## config.mk

```make
export PLATFORM = sky130hd
export DESIGN_NAME = adcsq_control
export DESIGN_NICKNAME = d
export VERILOG_FILES = /design/src/rtl/adcsq_pkg.sv /design/src/rtl/adcsq_control.sv
export SDC_FILE = /design/constraint.sdc
export NUM_CORES = 1
export LEC_CHECK = 0
export ABC_AREA = 0
export BUFFER_PORTS_ARGS = -buffer_cell sky130_fd_sc_hd__buf_2
export CAP_MARGIN = 20
export CORE_ASPECT_RATIO = 1.2
export CORE_MARGIN = 2
export CORE_UTILIZATION = 43
export CTS_BUF_LIST = sky130_fd_sc_hd__clkbuf_16
export DETAILED_ROUTE_END_ITERATION = 10
export PLACE_DENSITY = 0.59
export SYNTH_ARGS = -nofsm -noshare
export SYNTH_HDL_FRONTEND = slang
export SYNTH_SLANG_ARGS = --single-unit
```

## constraint.sdc

```tcl
create_clock -name aclk -period 15.9 [get_ports aclk]
set_clock_uncertainty 0.15 [all_clocks]
set_input_delay 3.975 -clock aclk [delete_from_list [all_inputs] [get_ports aclk]]
set_output_delay 3.975 -clock aclk [all_outputs]
set_load 0.02 [all_outputs]
```

## src/rtl/adcsq_pkg.sv

```systemverilog
// package with register map, field positions and timing constants for the converter control
// Functional notes
// [RQ1] module_on runs converter; else standby or off
// [RQ2] standby_select picks standby versus full off
// [RQ3] stop_in_idle halts conversion while idle
// [RQ4] output_format selects four result word layouts
// [RQ5] trigger source ends sampling, starts conversion
// [RQ6] auto_sample restarts sampling after each conversion
// [RQ7] sample_bit shows sampling; software and hardware drive
// [RQ8] conversion_status busy flag; software clear only
// [RQ9] unimplemented bits read zero, ignore writes
// [RQ10] reference_config selects upper and lower references
// [RQ11] unused reference codes default to supply, ground
// [RQ12] offset_calibration shorts sample inputs together
// [RQ13] scan_enable steps positive input through scan list
// [RQ14] buffer_status shows which half is filling
// [RQ15] buffer_status meaningful only split; writes ignored
// [RQ16] interrupt after samples_per_interrupt plus one conversions
// [RQ17] split_buffer alternates start word 0x0 and 0x8
// [RQ18] alternate_input alternates first and second selection
// [RQ19] software keeps settings fixed while module on
// [RQ20] sixteen ten-bit result words, read formatted
// [RQ21] internal counter samples auto_sample_time converter clocks
package adcsq_pkg;
	localparam logic [7:0] ADDR_CTRL_ONE = 8'h00;
	localparam logic [7:0] ADDR_CTRL_TWO = 8'h04;
	localparam logic [7:0] ADDR_TIMING = 8'h08;
	localparam logic [7:0] ADDR_STATUS = 8'h0c;
	localparam logic [7:0] ADDR_BUF_BASE = 8'h40;
	localparam logic [15:0] CTRL_ONE_MASK = 16'hb3e7;
	localparam logic [15:0] CTRL_TWO_MASK = 16'hf43f;
	localparam logic [15:0] TIMING_MASK = 16'h1f3f;
	localparam int ON_BIT = 15;
	localparam int IDLE_BIT = 13;
	localparam int STBY_BIT = 12;
	localparam int FORM_LO = 8;
	localparam int TRIG_LO = 5;
	localparam int AUTO_SAMPLE_BIT = 2;
	localparam int SAMPLE_BIT_BIT = 1;
	localparam int CONVERSION_STATUS_BIT = 0;
	localparam int VREF_LO = 13;
	localparam int CAL_BIT = 12;
	localparam int SCAN_BIT = 10;
	localparam int BUFFER_STATUS_BIT = 7;
	localparam int SMPI_LO = 2;
	localparam int SPLIT_BIT = 1;
	localparam int ALT_BIT = 0;
	localparam int SAMC_LO = 8;
	localparam int ADCS_LO = 0;
	localparam logic [2:0] TRIG_SOFT = 3'h0;
	localparam logic [2:0] TRIG_PIN = 3'h1;
	localparam logic [2:0] TRIG_TIMER = 3'h2;
	localparam logic [2:0] TRIG_PWM = 3'h3;
	localparam logic [2:0] TRIG_AUTO = 3'h7;
	localparam logic [3:0] HALF_SIZE = 4'h8;
	localparam int CONVERSION_STATUS_BITS = 10;
	localparam logic [3:0] CONVERSION_STATUS_TAD = 4'hc;
	typedef enum logic [1:0] {
		adcsq_pwr_off_t_dummy = 2'h0
	} adcsq_unused_t;
	typedef enum {
		ADCSQ_IDLE,
		ADCSQ_SAMPLE,
		ADCSQ_CONVERT
	} adcsq_state_t;
	typedef enum logic [1:0] {
		ADCSQ_PWR_OFF,
		ADCSQ_PWR_STANDBY,
		ADCSQ_PWR_RUN
	} adcsq_power_t;
	typedef enum logic [2:0] {
		ADCSQ_REF_SUPPLY,
		ADCSQ_REF_EXT_HI,
		ADCSQ_REF_EXT_LO,
		ADCSQ_REF_EXT_BOTH,
		ADCSQ_REF_INTERNAL,
		ADCSQ_REF_SUPPLY_INT_LO
	} adcsq_ref_t;
endpackage

```

## src/rtl/adcsq_control.sv

```systemverilog
// converter sequencing control with axi4-lite register slave
//
// Decided for this implementation: the address map and the AXI4-Lite slave port.
`timescale 1ns/1ps
`default_nettype none
module adcsq_control (
	input wire logic aclk, // system clock, 250 MHz
	input wire logic aresetn, // synchronous reset, active low
	input wire logic [7:0] s_axi_awaddr, // write address
	input wire logic s_axi_awvalid, // write address valid
	output logic s_axi_awready, // write address ready
	input wire logic [31:0] s_axi_wdata, // write data
	input wire logic [3:0] s_axi_wstrb, // write byte strobes
	input wire logic s_axi_wvalid, // write data valid
	output logic s_axi_wready, // write data ready
	output logic [1:0] s_axi_bresp, // write response
	output logic s_axi_bvalid, // write response valid
	input wire logic s_axi_bready, // write response ready
	input wire logic [7:0] s_axi_araddr, // read address
	input wire logic s_axi_arvalid, // read address valid
	output logic s_axi_arready, // read address ready
	output logic [31:0] s_axi_rdata, // read data
	output logic [1:0] s_axi_rresp, // read response
	output logic s_axi_rvalid, // read data valid
	input wire logic s_axi_rready, // read data ready
	input wire logic cpu_idle, // core in idle mode, same clock
	input wire logic trig_pin, // external interrupt pin, asynchronous
	input wire logic trig_timer, // timer compare pulse, same clock
	input wire logic trig_pwm, // motor pwm interval pulse, same clock
	input wire logic [9:0] conversion_status_result, // converter core result
	input wire logic conversion_status_done, // converter core finished, one-cycle pulse
	input wire logic [15:0] input_select, // first and second channel selects
	input wire logic [15:0] scan_select, // inputs in the scan list
	output logic [1:0] power_mode, // off, standby, run
	output logic analog_enable, // analog circuits powered
	output logic sample_hold, // 1 sampling, 0 holding
	output logic conversion_status_start, // start conversion, one-cycle pulse
	output logic [2:0] ref_select, // effective reference pair
	output logic inputs_shorted, // offset calibration short
	output logic [3:0] pos_input, // channel 0 positive input
	output logic neg_input, // channel 0 negative input select
	output logic conversion_status_irq // interrupt, one-cycle pulse
);
	logic [15:0] ctrl_one;
	logic [15:0] ctrl_two;
	logic [15:0] timing;
	logic [9:0] result_mem [16];
	logic [3:0] wr_ptr;
	logic [3:0] sample_count;
	logic [6:0] tq_count;
	logic tad_tick;
	logic [4:0] tad_count;
	logic use_second;
	logic [3:0] scan_pos;
	logic pin_meta, pin_sync, pin_last;
	adcsq_pkg::adcsq_state_t state;
	logic aw_held, w_held;
	logic [7:0] aw_addr;
	logic [31:0] w_data;
	logic [3:0] w_strb;
	logic running, trig_hit, wr_go, sw_write_one;
	logic [15:0] wr_word;
	logic [2:0] trig_src;

	// merge byte lanes of a write into a 16-bit register
	function automatic logic [15:0] merge(input logic [15:0] old, input logic [31:0] d,
			input logic [3:0] s, input logic [15:0] mask);
		logic [15:0] m;
		m = {s[1] ? d[15:8] : old[15:8], s[0] ? d[7:0] : old[7:0]};
		return m & mask;
	endfunction

	// present a raw result as a 16-bit word
	function automatic logic [15:0] fmt(input logic [9:0] r, input logic [1:0] f);
		logic [15:0] w;
		w = {6'h00, r};
		case (f)
			2'h0: w = {6'h00, r};
			// seven sign bits, each the inverted result msb
			2'h1: w = {{7{~r[9]}}, r[8:0]};
			2'h2: w = {r, 6'h00};
			default: w = {~r[9], r[8:0], 6'h00};
		endcase
		return w;
	endfunction

	assign running = ctrl_one[adcsq_pkg::ON_BIT] &
		~(ctrl_one[adcsq_pkg::IDLE_BIT] & cpu_idle); // [RQ1] [RQ3]
	assign trig_src = ctrl_one[adcsq_pkg::TRIG_LO +: 3];
	assign wr_go = aw_held & w_held & ~s_axi_bvalid;
	assign sw_write_one = wr_go & (aw_addr == adcsq_pkg::ADDR_CTRL_ONE);
	assign wr_word = merge(ctrl_one, w_data, w_strb, adcsq_pkg::CTRL_ONE_MASK); // [RQ9]

	always_comb begin
		case (trig_src) // [RQ5]
			adcsq_pkg::TRIG_SOFT: trig_hit = sw_write_one & ~wr_word[adcsq_pkg::SAMPLE_BIT_BIT];
			adcsq_pkg::TRIG_PIN: trig_hit = pin_sync & ~pin_last;
			adcsq_pkg::TRIG_TIMER: trig_hit = trig_timer;
			adcsq_pkg::TRIG_PWM: trig_hit = trig_pwm;
			adcsq_pkg::TRIG_AUTO: trig_hit = tad_tick &
				(tad_count >= timing[adcsq_pkg::SAMC_LO +: 5]); // [RQ21]
			default: trig_hit = 1'b0;
		endcase
	end

	// pin crossing: first flop feeds only the second
	always_ff @(posedge aclk) begin
		if (!aresetn) begin
			pin_meta <= 1'b0;
			pin_sync <= 1'b0;
			pin_last <= 1'b0;
		end else begin
			pin_meta <= trig_pin;
			pin_sync <= pin_meta;
			pin_last <= pin_sync;
		end
	end

	// converter clock divider: period 2*(select+1) system clocks
	// seven bits so the slowest setting, 128 system clocks, still fits
	always_ff @(posedge aclk) begin
		if (!aresetn || !running) begin
			tq_count <= 7'h00;
			tad_tick <= 1'b0;
		end else if (tq_count == ({1'b0, timing[adcsq_pkg::ADCS_LO +: 6]} << 1) + 7'h01) begin
			tq_count <= 7'h00;
			tad_tick <= 1'b1;
		end else begin
			tq_count <= tq_count + 7'h01;
			tad_tick <= 1'b0;
		end
	end

	// sampling and conversion sequencer
	always_ff @(posedge aclk) begin
		if (!aresetn) begin
			state <= adcsq_pkg::ADCSQ_IDLE;
			tad_count <= 5'h00;
			conversion_status_start <= 1'b0;
		end else begin
			conversion_status_start <= 1'b0;
			case (state)
				adcsq_pkg::ADCSQ_IDLE: begin
					tad_count <= 5'h00;
					if (running && ctrl_one[adcsq_pkg::SAMPLE_BIT_BIT]) begin
						state <= adcsq_pkg::ADCSQ_SAMPLE;
					end
				end
				adcsq_pkg::ADCSQ_SAMPLE: begin
					if (!running) begin
						state <= adcsq_pkg::ADCSQ_IDLE;
					end else if (trig_hit) begin
						state <= adcsq_pkg::ADCSQ_CONVERT; // [RQ5]
						conversion_status_start <= 1'b1;
					end else if (tad_tick && tad_count != 5'h1f) begin
						tad_count <= tad_count + 5'h01;
					end
				end
				adcsq_pkg::ADCSQ_CONVERT: begin
					tad_count <= 5'h00;
					if (!running) begin
						state <= adcsq_pkg::ADCSQ_IDLE;
					end else if (conversion_status_done) begin
						state <= ctrl_one[adcsq_pkg::AUTO_SAMPLE_BIT] ? adcsq_pkg::ADCSQ_SAMPLE
							: adcsq_pkg::ADCSQ_IDLE; // [RQ6]
					end
				end
				default: state <= adcsq_pkg::ADCSQ_IDLE;
			endcase
		end
	end

	// control register one, with sample and busy bits also driven by hardware
	always_ff @(posedge aclk) begin
		if (!aresetn) begin
			ctrl_one <= 16'h0000;
		end else begin
			if (sw_write_one) begin
				ctrl_one <= {wr_word[15:1],
					ctrl_one[adcsq_pkg::CONVERSION_STATUS_BIT] & wr_word[adcsq_pkg::CONVERSION_STATUS_BIT]}; // [RQ8]
			end
			// hardware updates come last so they win over a software write
			if (state == adcsq_pkg::ADCSQ_SAMPLE && trig_hit && running) begin
				ctrl_one[adcsq_pkg::SAMPLE_BIT_BIT] <= 1'b0; // [RQ7]
				ctrl_one[adcsq_pkg::CONVERSION_STATUS_BIT] <= 1'b1; // [RQ8]
			end
			if (state == adcsq_pkg::ADCSQ_CONVERT && conversion_status_done) begin
				ctrl_one[adcsq_pkg::CONVERSION_STATUS_BIT] <= 1'b0; // [RQ8]
				if (ctrl_one[adcsq_pkg::AUTO_SAMPLE_BIT]) begin
					ctrl_one[adcsq_pkg::SAMPLE_BIT_BIT] <= 1'b1; // [RQ6] [RQ7]
				end
			end
		end
	end

	// control register two and timing register; buffer_status is hardware only
	always_ff @(posedge aclk) begin
		if (!aresetn) begin
			ctrl_two <= 16'h0000;
			timing <= 16'h0000;
		end else if (wr_go) begin
			if (aw_addr == adcsq_pkg::ADDR_CTRL_TWO) begin
				ctrl_two <= merge(ctrl_two, w_data, w_strb, adcsq_pkg::CTRL_TWO_MASK); // [RQ9] [RQ15]
			end else if (aw_addr == adcsq_pkg::ADDR_TIMING) begin
				timing <= merge(timing, w_data, w_strb, adcsq_pkg::TIMING_MASK);
			end
		end
	end

	// result storage, interrupt counting and buffer half switching
	always_ff @(posedge aclk) begin
		if (!aresetn || !ctrl_one[adcsq_pkg::ON_BIT]) begin
			wr_ptr <= 4'h0;
			sample_count <= 4'h0;
			conversion_status_irq <= 1'b0;
		end else begin
			conversion_status_irq <= 1'b0;
			if (state == adcsq_pkg::ADCSQ_CONVERT && conversion_status_done && running) begin
				result_mem[wr_ptr] <= conversion_status_result; // [RQ20]
				if (sample_count == ctrl_two[adcsq_pkg::SMPI_LO +: 4]) begin
					sample_count <= 4'h0;
					conversion_status_irq <= 1'b1; // [RQ16]
					if (ctrl_two[adcsq_pkg::SPLIT_BIT]) begin
						// [RQ17] next fill starts at the other half
						wr_ptr <= wr_ptr[3] ? 4'h0 : adcsq_pkg::HALF_SIZE;
					end else begin
						wr_ptr <= 4'h0;
					end
				end else begin
					sample_count <= sample_count + 4'h1;
					wr_ptr <= wr_ptr + 4'h1;
				end
			end
		end
	end

	// input selection: alternate and scan advance per completed sample
	always_ff @(posedge aclk) begin
		if (!aresetn) begin
			use_second <= 1'b0;
			scan_pos <= 4'h0;
		end else if (!ctrl_one[adcsq_pkg::ON_BIT]) begin
			// park on the lowest listed input so the first sample uses it
			use_second <= 1'b0;
			scan_pos <= next_scan(4'hf, scan_select); // [RQ13]
		end else if (state == adcsq_pkg::ADCSQ_CONVERT && conversion_status_done) begin
			use_second <= ctrl_two[adcsq_pkg::ALT_BIT] & ~use_second; // [RQ18]
			if (ctrl_two[adcsq_pkg::SCAN_BIT] && !use_second) begin
				scan_pos <= next_scan(scan_pos, scan_select); // [RQ13]
			end
		end
	end

	// next input set in the scan list after the current one
	function automatic logic [3:0] next_scan(input logic [3:0] cur, input logic [15:0] list);
		logic [3:0] n;
		n = cur;
		for (int i = 1; i <= 16; i++) begin
			if (list[4'(cur + 4'(i))] && n == cur) begin
				n = 4'(cur + 4'(i));
			end
		end
		return n;
	endfunction

	// outputs to the analog side
	always_ff @(posedge aclk) begin
		if (!aresetn) begin
			power_mode <= adcsq_pkg::ADCSQ_PWR_OFF;
			analog_enable <= 1'b0;
			sample_hold <= 1'b0;
			ref_select <= adcsq_pkg::ADCSQ_REF_SUPPLY;
			inputs_shorted <= 1'b0;
			pos_input <= 4'h0;
			neg_input <= 1'b0;
		end else begin
			if (ctrl_one[adcsq_pkg::ON_BIT]) begin
				power_mode <= adcsq_pkg::ADCSQ_PWR_RUN; // [RQ1]
			end else if (ctrl_one[adcsq_pkg::STBY_BIT]) begin
				power_mode <= adcsq_pkg::ADCSQ_PWR_STANDBY; // [RQ2]
			end else begin
				power_mode <= adcsq_pkg::ADCSQ_PWR_OFF; // [RQ2]
			end
			analog_enable <= ctrl_one[adcsq_pkg::ON_BIT];
			sample_hold <= state == adcsq_pkg::ADCSQ_SAMPLE; // [RQ7]
			case (ctrl_two[adcsq_pkg::VREF_LO +: 3]) // [RQ10]
				3'h1: ref_select <= adcsq_pkg::ADCSQ_REF_EXT_HI;
				3'h2: ref_select <= adcsq_pkg::ADCSQ_REF_EXT_LO;
				3'h3: ref_select <= adcsq_pkg::ADCSQ_REF_EXT_BOTH;
				3'h4: ref_select <= adcsq_pkg::ADCSQ_REF_INTERNAL;
				3'h7: ref_select <= adcsq_pkg::ADCSQ_REF_SUPPLY_INT_LO;
				default: ref_select <= adcsq_pkg::ADCSQ_REF_SUPPLY; // [RQ11]
			endcase
			inputs_shorted <= ctrl_two[adcsq_pkg::CAL_BIT]; // [RQ12]
			if (use_second) begin
				pos_input <= input_select[11:8]; // [RQ18]
				neg_input <= input_select[12];
			end else begin
				pos_input <= ctrl_two[adcsq_pkg::SCAN_BIT] ? scan_pos : input_select[3:0]; // [RQ13]
				neg_input <= input_select[4];
			end
		end
	end

	// axi4-lite write: address and data taken in either order
	assign s_axi_awready = ~aw_held;
	assign s_axi_wready = ~w_held;
	always_ff @(posedge aclk) begin
		if (!aresetn) begin
			aw_held <= 1'b0;
			w_held <= 1'b0;
			aw_addr <= 8'h00;
			w_data <= 32'h0000_0000;
			w_strb <= 4'h0;
			s_axi_bvalid <= 1'b0;
			s_axi_bresp <= 2'h0;
		end else begin
			if (s_axi_awvalid && !aw_held) begin
				aw_held <= 1'b1;
				aw_addr <= {s_axi_awaddr[7:2], 2'h0};
			end
			if (s_axi_wvalid && !w_held) begin
				w_held <= 1'b1;
				w_data <= s_axi_wdata;
				w_strb <= s_axi_wstrb;
			end
			if (wr_go) begin
				aw_held <= 1'b0;
				w_held <= 1'b0;
				s_axi_bvalid <= 1'b1;
				if (aw_addr == adcsq_pkg::ADDR_CTRL_ONE || aw_addr == adcsq_pkg::ADDR_CTRL_TWO
						|| aw_addr == adcsq_pkg::ADDR_TIMING) begin
					s_axi_bresp <= 2'h0;
				end else begin
					s_axi_bresp <= 2'h2;
				end
			end else if (s_axi_bvalid && s_axi_bready) begin
				s_axi_bvalid <= 1'b0;
			end
		end
	end

	// axi4-lite read: one cycle after the address is taken
	assign s_axi_arready = ~s_axi_rvalid;
	always_ff @(posedge aclk) begin
		if (!aresetn) begin
			s_axi_rvalid <= 1'b0;
			s_axi_rdata <= 32'h0000_0000;
			s_axi_rresp <= 2'h0;
		end else if (s_axi_arvalid && !s_axi_rvalid) begin
			s_axi_rvalid <= 1'b1;
			s_axi_rresp <= 2'h0;
			if (s_axi_araddr[7:2] == adcsq_pkg::ADDR_CTRL_ONE[7:2]) begin
				s_axi_rdata <= {16'h0000, ctrl_one};
			end else if (s_axi_araddr[7:2] == adcsq_pkg::ADDR_CTRL_TWO[7:2]) begin
				s_axi_rdata <= {16'h0000, ctrl_two[15:8], wr_ptr[3], ctrl_two[6:0]}; // [RQ14]
			end else if (s_axi_araddr[7:2] == adcsq_pkg::ADDR_TIMING[7:2]) begin
				s_axi_rdata <= {16'h0000, timing};
			end else if (s_axi_araddr[7:2] == adcsq_pkg::ADDR_STATUS[7:2]) begin
				s_axi_rdata <= {26'h0000000, sample_count, 2'(state)};
			end else if (s_axi_araddr[7:6] == adcsq_pkg::ADDR_BUF_BASE[7:6]) begin
				s_axi_rdata <= {16'h0000,
					fmt(result_mem[s_axi_araddr[5:2]], ctrl_one[adcsq_pkg::FORM_LO +: 2])}; // [RQ4]
			end else begin
				s_axi_rdata <= 32'h0000_0000;
				s_axi_rresp <= 2'h2;
			end
		end else if (s_axi_rvalid && s_axi_rready) begin
			s_axi_rvalid <= 1'b0;
		end
	end
endmodule
`default_nettype wire

```

==> summary.txt, run 1 <==
Timing
  – Rel. slew slack: 0.3546
  – Tmin final: 9.725 ns
  – Fin. max-slew vios: 0
  – Final-report setup violation count: 0
  – Worst slew pin tran: 0.9681 ns
  – FMAX: 0.1028 GHz
  – Fin Setup TNS: 0 ns
  – Hold slack: 0.3057 ns
  – Unrepaired setup endpoints after global routing: no
  – Post-route clock period utilization: 0.6116
  – Final hold vios: 0

GRT
  – Global-route wire length before repair: 62170 um
  – Initial antenna violation count: 4
  – Total gr overflow: 0
  – Largest net degree at the start of global routing: 84
  – Total track usage: 0.2175
  – Number of global-route vias before repair: 10710

Worst setup path
  – CP Capture Type: flip-flop
  – Kind of critical path: in -> reg
  – CP Data Required Time: 16.16 ns
  – CP arrival: 9.98 ns
  – Reg2Reg Depth: 23
  – Reg2reg end: scan_pos[3]
  – Reg-to-reg startpoint: scan_pos[0]
  – FF-to-FF setup slack: 7.76 ns
  – Startpoint class of the critical path: primary input
  – Crit-path max FO: 10

Placed design
  – Detailed Place HPWL: 27930 um
  – GPL Wtd Cong: 0.8757
  – Placed Area: 16110 um2
  – Placed cells: 1875
  – I/O Buffers: 115

Synth
  – Most frequent cell after synthesis: nor2_1
  – Primary FF master, synth: edfxtp_1
  – Area leader, netlist: edfxtp_1
  – Top cells by area, synth: edfxtp_1 32%, dfxtp_1 16%, mux4_2 11%
  – Post-Syn Area per Cell: 11.27 um2
  – Yosys cell types: 98
  – Fraction of the yosys area taken by sequential cells: 0.4804
  – Post-synth ARST share: 0
  – Mapped Cells: 1346
  – Register bit total from synthesis: 284
  – Post-synth EDFFs: 160
  – Synth warn: 0
  – Post-Syn Area: 15170 um2
  – Share of the synthesized area in the top cell type: 0.3167
  – Top cells by count, synth: 161 x nor2_1, 160 x edfxtp_1, 130 x nand2_1

Die
  – I/O pins: 162
  – Horiz. Die Dim: 175.5 um
  – Core area: 34910 um2
  – Die height: 209.8 um
  – Initial Util: 0.4346
  – Row count: 75
  – Die area: 36800 um2

Clock tree
  – Post-CTS Setup Bufs: 0
  – CTS buffer count: 29
  – Htree depth: 1
  – Clk root buf: clkbuf_16
  – TritonCTS clock tree: built
  – PostCTS Resize Cnt: 0
  – Clock Pin Slew Worst Setup and Hold Paths: 0.06 ns
  – Hold bufs inserted after CTS: 0
  – Clock Path Buffers: 3
  – Clock Sinks: 284
  – Skew-Pair Late Insertion Delay: 0.55 ns

Finish
  – Nets@finish: 1571
  – Filler instances: 3229
  – N_diodes: 0
  – Layout Cells excl Fill: 1927
  – Layout area overhead: 12.74%
  – Share of layout cells above drive strength 1: 0.2177
  – Design Area, Final: 17100 um2

Route
  – Antenna Violating Nets Remaining: 0
  – Via density: 5.727
  – Final wirelength: 40190 um
  – DRC Markers: 0
  – 1st-pass router iterations: 5
  – Average wire per cell in the routed design: 20.85 um
  – Initial DRC count: 893
  – Vias: 11040

Power and ir drop
  – Leakage power: 0.006190 uW
  – VDD IR max: 0.0001182 V
  – Total power: 1751 uW
  – Power density cells: 102.4 nW/um2

Hold path
  – Worst Hold Endpoint: s_axi_rresp[1]
  – Worst hold path type: reg -> reg
  – Hold Path Depth: 2
  – Hold Crit Start: s_axi_rresp[1]

Status
  – Outcome: finished clean

Job
  – Max-cap violation count: 0
==> power by group <==
part	switching (uW)	internal (uW)	leakage (uW)	total [uW]
combinational	167	104	0.00326	271
clock	278	412	0.000484	690
sequential	6.41	783	0.00245	789
==> critical path: stages <==
cell and delay (ns):
buf_2 0.16, mux2_1 0.34, mux4_2 0.55, mux2_2 0.37
a2bb2oi_1 0.19, o2111ai_1 0.44, a22oi_1 0.21, a2111o_1 0.49
a211oi_2 0.35, or2_1 0.33, nor4_2 0.14, a211oi_1 0.63
nand4_1 0.26, a211oi_1 0.41, o21ai_1 0.21, mux2_2 0.33
mux2i_1 0.17, o2111ai_1 0.15, mux2i_1 0.17, a31oi_1 0.09
==> logic make-up after synthesis <==
family / share of synthesized area
buffers and inverters: 0.04198
other: 0.0002472
XOR/XNOR: 0.02672
multiplexers: 0.1815
flip-flops: 0.4804
adder cells (fa/ha/maj): 0.01650
AND/OR/NAND/NOR: 0.1378
AO/OA/AOI/OAI: 0.1149
==> layout make-up <==
type                            instances  area, um2  area share
Inverter                               38      142.6    0.008341
Clock buffer                           29      725.7     0.04243
Tap cell                              462      578.1     0.03380
Sequential cell                       284       7287      0.4261
Timing Repair Buffer                  144      815.8     0.04770
Multi-Input combinational cell        948       7310      0.4274
Clock inverter                         22      242.7     0.01419
==> per-stage QoR <==
stage | setup WS [ns] | util
final | 6.175 | 0.4899
after global routing | 5.716 | 0.4899
after CTS | 6.229 | 0.4891
after detailed placement | 5.685 | 0.4614
after global placement | 5.699 | 0.4614
after floorplan | 6.372 | -
==> layer usage <==
layer / vias to the layer above / global-route usage / wire length [um]
li1: 5213 / - / -
met1: 5384 / 0.2972 / 17380
met2: 350 / 0.3653 / 19260
met3: 83 / 0.02953 / 2443
met4: 6 / 0.05757 / 1068
met5: - / 0 / 40
==> how the worst max path moves through the flow <==
| stage | startpoint | endpoint | cells after the start |
|---|---|---|---|
| 2_1_floorplan | scan_select[8] | scan_pos[3] | 22 |
| 3_5_place_dp | scan_select[12] | scan_pos[3] | 21 |
| 6_report | scan_select[8] | scan_pos[3] | 20 |
| 5_1_grt | scan_select[12] | scan_pos[3] | 21 |
| 3_3_place_gp | scan_select[2] | scan_pos[3] | 21 |
| 4_1_cts | scan_select[8] | scan_pos[3] | 20 |
==> cell usage in the layout (no fill, tap or decap), types with 25 or more instances in the layout <==
cell and count:
clkbuf_16 29, nand2_1 130, edfxtp_1 160, nor3_1 25
inv_1 41, mux2i_1 72, buf_2 114, dfxtp_1 124
a21oi_1 73, buf_4 29, o21ai_0 50, mux4_2 73
nor2_1 161
==> registers in the layout, indices dropped and copies added, names as in the netlist, 4 cells and up <==
signal        count
result_mem      160
sample_count      4
wr_ptr            4
w_data           16
scan_pos          4
tad_count         5
tq_count          7
timing           11
ctrl_one         11
pos_input         4
s_axi_rdata      16
ctrl_two         11
aw_addr           6
No activity file was read; power rests on OpenSTA's default activity.
==> run 2: changes to the inputs <==
--- a/config.mk
+++ b/config.mk
@@ -13,7 +13,7 @@
 export CORE_UTILIZATION = 43
 export CTS_BUF_LIST = sky130_fd_sc_hd__clkbuf_16
 export DETAILED_ROUTE_END_ITERATION = 10
-export PLACE_DENSITY = 0.59
+export PLACE_DENSITY = 0.62
 export SYNTH_ARGS = -nofsm -noshare
 export SYNTH_HDL_FRONTEND = slang
 export SYNTH_SLANG_ARGS = --single-unit
==> constraint.sdc (replaced) <==
create_clock -name aclk -period 8.2 [get_ports aclk]
set_clock_uncertainty 0.15 [all_clocks]
set_input_delay 2.05 -clock aclk [delete_from_list [all_inputs] [get_ports aclk]]
set_output_delay 2.05 -clock aclk [all_outputs]
set_load 0.02 [all_outputs]
==> run 2 against run 1 <==
Combinational power up 97%. Design area up 0.33%. First-iteration DRC count rose by 0.34%. Die area did not move. Flip-flop and latch count is the same. Sequential share of layout area decreased by 0.14 points. Total power is 95% higher. Non-clock buffer count increased by 7. Clock-buffer cell count stayed put. Global-route usage is 0.56 points lower. Sequential power increased by 94%. Critical path type unchanged. Highest routed layer unchanged.
==> summary.txt, run 2 (same netlist as run 1, synthesis figures left out) <==
Power and ir drop
  – VDD IR max: 0.0001895 V (+60%)
  – Switch share: 0.2585 (+0.0005443)
  – Reg power frac: 0.448 (-0.003)
  – Comb power frac: 0.157 (+0.002)
  – Leakage power: 0.006226 uW (+0.58%)
  – Clock Power Share: 0.395 (about the same)
  – Psw: 882.6 uW (+95%)
  – Power density cells: 199.0 nW/um2 (+94%)
  – Int Power: 2531 uW (+95%)

Placed design
  – Placed Area: 16150 um2 (+0.26%)
  – Placed cells: 1880 (+0.27%)
  – Dpl ws: 0.04226 ns (-5.643 ns)
  – I/O Buffers: 115 (unchanged)
  – Detailed Place HPWL: 28450 um (+1.9%)
  – GPL Wtd Cong: 0.8767 (+0.11%)

Status
  – Outcome: finished clean

Clock tree
  – Hold bufs inserted after CTS: 0 (unchanged)
  – Clock Pin Slew Worst Setup and Hold Paths: 0.06 ns (about the same)
  – Clock Path Buffers: 3 (unchanged)
  – CTS buffer count: 29 (unchanged)
  – Clk root buf: clkbuf_16
  – Htree depth: 1 (unchanged)
  – Clock Sinks: 284 (unchanged)
  – Skew-Pair Late Insertion Delay: 0.56 ns (about the same)
  – PostCTS Resize Cnt: 0 (unchanged)
  – TritonCTS clock tree: built
  – Post-CTS Setup Bufs: 0 (unchanged)

Die
  – I/O pins: 162 (unchanged)
  – Die height: 209.8 um (unchanged)
  – Horiz. Die Dim: 175.5 um (unchanged)
  – Die area: 36800 um2 (unchanged)
  – Core area: 34910 um2 (unchanged)
  – Initial Util: 0.4346 (unchanged)
  – Row count: 75 (unchanged)

Worst setup path
  – CP Data Required Time: 8.47 ns (-7.69 ns)
  – Kind of critical path: in -> reg
  – Startpoint class of the critical path: primary input
  – CP Capture Type: flip-flop
  – CP arrival: 7.93 ns (-2.05 ns)
  – Most used cell, CP: mux2i_1
  – Crit-path cells: buf_2 > mux4_1 > mux2i_1 > mux2i_1 > nor2_1 > o211ai_1 > o21ai_0 > o221ai_1 > or3_1 > or4_1 > mux2_4 > mux2i_2 > xnor2_2 > nor4b_4 > buf_4 > o31ai_4 > nand4b_2 > or3b_1 > o211a_1 > o2111ai_1 > mux2i_1 > a31oi_1
  – Crit-path max FO: 7 (-3)
  – Slowest stage cell on the critical path: or4_1
  – Reg2Reg Depth: 23 (unchanged)
  – Crit-path max cell delay: 0.65 ns (+0.02 ns)

Hold path
  – Hold Path Depth: 2 (unchanged)
  – Worst hold path type: reg -> reg

GRT
  – Number of global-route vias before repair: 10800 (+0.89%)
  – Total track usage: 0.2119 (-0.005637)
  – Initial antenna violation count: 2 (-2)
  – Largest net degree at the start of global routing: 84 (unchanged)
  – Total gr overflow: 0 (unchanged)
  – Global-route wire length before repair: 61570 um (-0.97%)

Finish
  – Max reg flops: 160 (unchanged)
  – Design Area, Final: 17160 um2 (+0.33%)
  – Post-layout util: 0.4915 (+0.001613)
  – Share of layout cells above drive strength 1: 0.2232 (+0.005455)
  – Layout area overhead: 13.11%
  – Commonest non-fill, non-tap cell in the layout: nor2_1
  – Layout Cells excl Fill: 1936 (+0.47%)
  – Nets@finish: 1578 (+0.45%)
  – Biggest regs: result_mem x160, s_axi_rdata x16, w_data x16
  – Largest Register: result_mem
  – Most frequent cells in the layout: 161 x nor2_1, 160 x edfxtp_1, 130 x nand2_1
  – N_diodes: 0 (unchanged)

Timing
  – Post-route clock period utilization: 0.9346
  – Final WS setup: 0.5361 ns (-5.639 ns)
  – Final-report setup violation count: 0 (unchanged)
  – FMAX: 0.1305 GHz
  – Final hold vios: 0 (unchanged)
  – Tmin final: 7.664 ns
  – Unrepaired setup endpoints after global routing: no
  – Fin. max-slew vios: 0 (unchanged)
  – Worst slew pin tran: 1.024 ns (+0.05594 ns)
  – Fin Setup TNS: 0 ns (unchanged)
  – Rel. slew slack: 0.3148 (-0.03982)

Job
  – Max-cap violation count: 0 (unchanged)

Route
  – 1st-pass router iterations: 5 (unchanged)
  – Vias: 11070 (+0.27%)
  – Average wire per cell in the routed design: 20.25 um (-2.9%)
  – Antenna Violating Nets Remaining: 0 (unchanged)
  – Via density: 5.716 (-0.19%)
  – Initial DRC count: 896 (+0.34%)
  – DRC Markers: 0 (unchanged)
  – Final wirelength: 39210 um (-2.4%)
## run 2: changes by cell type in the layout (fill, tap and decap cells not counted)
cell,before,now
inv_1,41,39
buf_4,29,34
clkinv_1,6,7
clkinv_2,4,7
buf_16,1,0
clkinvlp_4,2,0
clkinvlp_2,0,1
buf_6,0,3
inv_8,0,1
## run 2: critical path, delay by kind of cell
family	cells	cell delay (ns)
and+or+nand+nor	6	2.23
xor gates and xnor gates	1	0.13
muxes	6	1.85
buffers and inverters	2	0.30
AOI/OAI and AO/OA	7	1.35
## run 2: power groups by stage
stage | Combinational (uW) | Sequential (uW) | Clock, uW
3_5_place_dp | 527 | 1560 | 0
2_1_floorplan | 374 | 1570 | 0
6_report | 535 | 1530 | 1350
3_3_place_gp | 524 | 1560 | 0
5_1_grt | 585 | 1530 | 1430
4_1_cts | 530 | 1530 | 1370
## run 2: stage by stage
step           hold WS (ns)  power [uW]
2_1_floorplan        0.2619        1940
6_report             0.3001        3414
3_5_place_dp         0.2802        2089
5_1_grt              0.3265        3547
4_1_cts              0.2946        3435
3_3_place_gp         0.2741        2085
## run 2: area by class of cell
type	count	area, um2
Clock buffer	29	725.7
Clock inverter	24	255.2
Fill cell	3174	17750
Inverter	38	142.6
Multi-Input combinational cell	948	7310
Sequential cell	284	7287
Tap cell	462	578.1
Timing Repair Buffer	151	859.6
## run 2: path summary, 6_finish.rpt
check        slack [ns]          end       startpoint
min reg2reg        0.30     pin_last         pin_sync
max reg2reg        0.67  scan_pos[3]      scan_pos[0]
min                0.30     pin_last         pin_sync
max                0.54  scan_pos[3]  scan_select[15]
## run 2: metal layers
| layer | global-route usage | part of all wire | up-vias |
|---|---|---|---|
| met5 | 0 | 0.00054 | - |
| met1 | 0.2875 | 0.44 | 5394 |
| met4 | 0.05329 | 0.022 | 4 |
| li1 | - | - | 5215 |
| met2 | 0.3572 | 0.48 | 391 |
| met3 | 0.03207 | 0.059 | 62 |
==> run 3: changes to the inputs <==
--- a/config.mk
+++ b/config.mk
@@ -5,7 +5,7 @@
 export SDC_FILE = /design/constraint.sdc
 export NUM_CORES = 1
 export LEC_CHECK = 0
-export ABC_AREA = 0
+export ABC_AREA = 1
 export BUFFER_PORTS_ARGS = -buffer_cell sky130_fd_sc_hd__buf_2
 export CAP_MARGIN = 20
 export CORE_ASPECT_RATIO = 1.2
==> run 3 against run 2 <==
Design area down 2.6%. Core utilization rose by 1.7 points. Fmax fell by 1.8%. Die area down 6.0%. Flip-flop and latch count unchanged. Highest routed layer is now met4. Register-to-register slack improved by 0.09 ns. Critical path type unchanged. Clock-buffer cell count stayed put. Worst hold slack got worse by 0.024 ns. Clock power shrank 4%.
==> summary.txt, run 3 <==
Status
  – Outcome: finished clean

GRT
  – Initial antenna violation count: 0 (-2)
  – Total gr overflow: 0 (unchanged)
  – Largest net degree at the start of global routing: 78 (-7.1%)
  – Number of global-route vias before repair: 11260 (+4.2%)
  – Total track usage: 0.2212 (+0.009375)
  – Global-route wire length before repair: 60220 um (-2.2%)

Timing
  – Fin Setup TNS: 0 ns (unchanged)
  – Tmin final: 7.808 ns (+0.1444 ns)
  – Rel. slew slack: 0.2728 (-0.04197)
  – Post-route clock period utilization: 0.9522 (+0.01761)
  – Fin. max-slew vios: 0 (unchanged)
  – Final hold vios: 0 (unchanged)
  – Final WS setup: 0.3917 ns (-0.1444 ns)
  – Final-report setup violation count: 0 (unchanged)
  – Worst slew pin tran: 1.087 ns (+0.06272 ns)
  – FMAX: 0.1281 GHz (-1.8%)

Route
  – Antenna Violating Nets Remaining: 0 (unchanged)
  – 1st-pass router iterations: 5 (unchanged)
  – Via density: 5.479 (-4.1%)
  – DRC Markers: 0 (unchanged)
  – Final wirelength: 39540 um (+0.84%)
  – Initial DRC count: 919 (+2.6%)
  – Average wire per cell in the routed design: 17.81 um (-12%)
  – Vias: 12160 (+9.9%)

Synth
  – Top cells by count, synth: 324 x nand2_1, 167 x nor2_1, 160 x edfxtp_1
  – Post-Syn Area per Cell: 8.690 um2 (-23%)
  – Most frequent cell after synthesis: nand2_1
  – Mapped Cells: 1638 (+22%)
  – Yosys cell types: 62 (-37%)
  – Share of the synthesized area in the top cell type: 0.3375 (+0.02080)
  – Top cells by area, synth: edfxtp_1 34%, dfxtp_1 17%, nand2_1 8.5%
  – Post-synth EDFFs: 160 (unchanged)
  – Register bit total from synthesis: 284 (unchanged)
  – Fraction of the yosys area taken by sequential cells: 0.5119 (+0.03154)
  – Area leader, netlist: edfxtp_1
  – Post-synth ARST share: 0 (unchanged)
  – Primary FF master, synth: edfxtp_1
  – Post-Syn Area: 14230 um2 (-6.2%)
  – Synth warn: 0 (unchanged)

Finish
  – Most frequent cells in the layout: 292 x nand2_1, 162 x nor2_1, 160 x edfxtp_1
  – Layout area overhead: 17.37%
  – Max reg flops: 160 (unchanged)
  – Nets@finish: 1913 (+21%)
  – Commonest non-fill, non-tap cell in the layout: nand2_1
  – Share of layout cells above drive strength 1: 0.1941 (-0.02907)
  – N_diodes: 0 (unchanged)
  – Largest Register: result_mem
  – Filler instances: 3100 (-2.3%)
  – Biggest regs: result_mem x160, s_axi_rdata x16, w_data x16
  – Layout Cells excl Fill: 2220 (+15%)

Power and ir drop
  – Total power: 3771 uW (+10%)
  – Int Power: 2616 uW (+3.3%)
  – VDD IR max: 0.0001645 V (-13%)
  – Power density cells: 225.7 nW/um2 (+13%)
  – Psw: 1156 uW (+31%)
  – Reg power frac: 0.407 (-0.041)
  – Switch share: 0.3064 (+0.04787)
  – Comb power frac: 0.250 (+0.093)
  – Clock Power Share: 0.343 (-0.052)
  – Leakage power: 0.006846 uW (+10%)

Die
  – Die area: 34580 um2 (-6.0%)
  – Horiz. Die Dim: 170.1 um (-3.1%)
  – Core area: 32880 um2 (-5.8%)
  – Row count: 73 (-2.7%)
  – Die height: 203.3 um (-3.1%)
  – Initial Util: 0.4329 (-0.001637)
  – I/O pins: 162 (unchanged)

Clock tree
  – Htree depth: 1 (unchanged)
  – Clock Path Buffers: 3 (unchanged)
  – Clock Sinks: 284 (unchanged)
  – TritonCTS clock tree: built
  – Hold bufs inserted after CTS: 0 (unchanged)
  – Clk root buf: clkbuf_16
  – Clock Pin Slew Worst Setup and Hold Paths: 0.06 ns (about the same)
  – CTS buffer count: 29 (unchanged)
  – Skew-Pair Late Insertion Delay: 0.54 ns (-0.02 ns)

Worst setup path
  – CP arrival: 8.06 ns (+0.13 ns)
  – Slowest stage cell on the critical path: buf_4
  – Crit-path max FO: 6 (-1)
  – CP Data Required Time: 8.46 ns (about the same)
  – Most used cell, CP: nand2_2
  – Kind of critical path: in -> reg
  – Crit-path max cell delay: 0.19 ns (-0.46 ns)
  – Reg2Reg Depth: 59 (+160%)
  – Startpoint class of the critical path: primary input
  – CP Capture Type: flip-flop

Placed design
  – Dpl ws: -0.06678 ns (-0.1090 ns)
  – Placed cells: 2135 (+14%)
  – I/O Buffers: 115 (unchanged)
  – Detailed Place HPWL: 27370 um (-3.8%)
  – GPL Wtd Cong: 0.9377 (+7.0%)

Hold path
  – Hold Path Depth: 2 (unchanged)
  – Worst hold path type: reg -> reg

Job
  – Max-cap violation count: 0 (unchanged)
run 3: changes by cell type in the layout (fill, tap and decap cells not counted), sizes merged, moves of 26 or more:
cell   before  now
a22oi       6   68
buf       151  177
inv        42  161
mux2i      76    1
mux4       74    0
nand2     130  348
nand3      21  155
nand4      10   39
o21ai      54  115
run 3: layer usage:
layer / up-vias / global-route usage / wire length [um]
met2: 396 / 0.3778 / 19100
met4: 0 / 0.07021 / 1200
met3: 72 / 0.02639 / 2284
li1: 5955 / - / -
met1: 5740 / 0.2931 / 16950
met5: - / 0 / 0
run 3: cells by family (layout without fill, tap and decap cells):
family | after synthesis | count (layout) | share of synthesized area
XOR/XNOR | 21 | 21 | 0.01477
multiplexers | 2 | 2 | 0.001494
buffers and inverters | 233 | 386 | 0.07032
adder cells (fa/ha/maj) | 20 | 20 | 0.01758
other | 1 | 18 | 0.0002634
AND/OR/NAND/NOR | 747 | 747 | 0.2400
flip-flops | 284 | 284 | 0.5119
AO/OA/AOI/OAI | 330 | 330 | 0.1436
run 3: worst paths after layout:
check / from / end / slack, ns
max: scan_select[15] / scan_pos[1] / 0.39
min: pin_meta / pin_sync / 0.28
max reg2reg: scan_pos[1] / scan_pos[1] / 0.76
min reg2reg: pin_meta / pin_sync / 0.28
run 3: worst max-delay path: cells and delay by family:
kind / cells / cell delay [ns]
compound gates: 3 / 0.29
simple gates: 50 / 5.08
buf+inv: 5 / 0.63
run 3: repair_timing:
| action | 4_1_cts | 5_1_grt |
|---|---|---|
| buffers inserted | 0 | 26 |
| setup endpoints to repair | 0 | 4 |
| gates resized for setup | 0 | 79 |
run 3: per-stage QoR:
stage,util,instance area [um2],hold slack [ns]
after global placement,0.4627,15220,0.2443
after global routing,0.5081,16710,0.3187
final,0.5081,16710,0.2757
after CTS,0.4910,16140,0.2799
after floorplan,-,14300,0.2405
after detailed placement,0.4627,15220,0.2647
run 3: cell type report:
| type | instances | area [um2] | area share |
|---|---|---|---|
| Clock buffer | 29 | 725.7 | 0.04344 |
| Clock inverter | 23 | 202.7 | 0.01213 |
| Inverter | 156 | 601.8 | 0.03602 |
| Multi-Input combinational cell | 1138 | 6310 | 0.3777 |
| Sequential cell | 284 | 7287 | 0.4362 |
| Tap cell | 412 | 515.5 | 0.03085 |
| Timing Repair Buffer | 178 | 1065 | 0.06373 |
run 3: power by group through the flow:
stage | clock (uW) | sequential, uW | combinational, uW
final | 1290 | 1530 | 943
after CTS | 1310 | 1530 | 801
after floorplan | 0 | 1570 | 599
after global placement | 0 | 1560 | 785
after global routing | 1370 | 1540 | 1040
after detailed placement | 0 | 1570 | 797
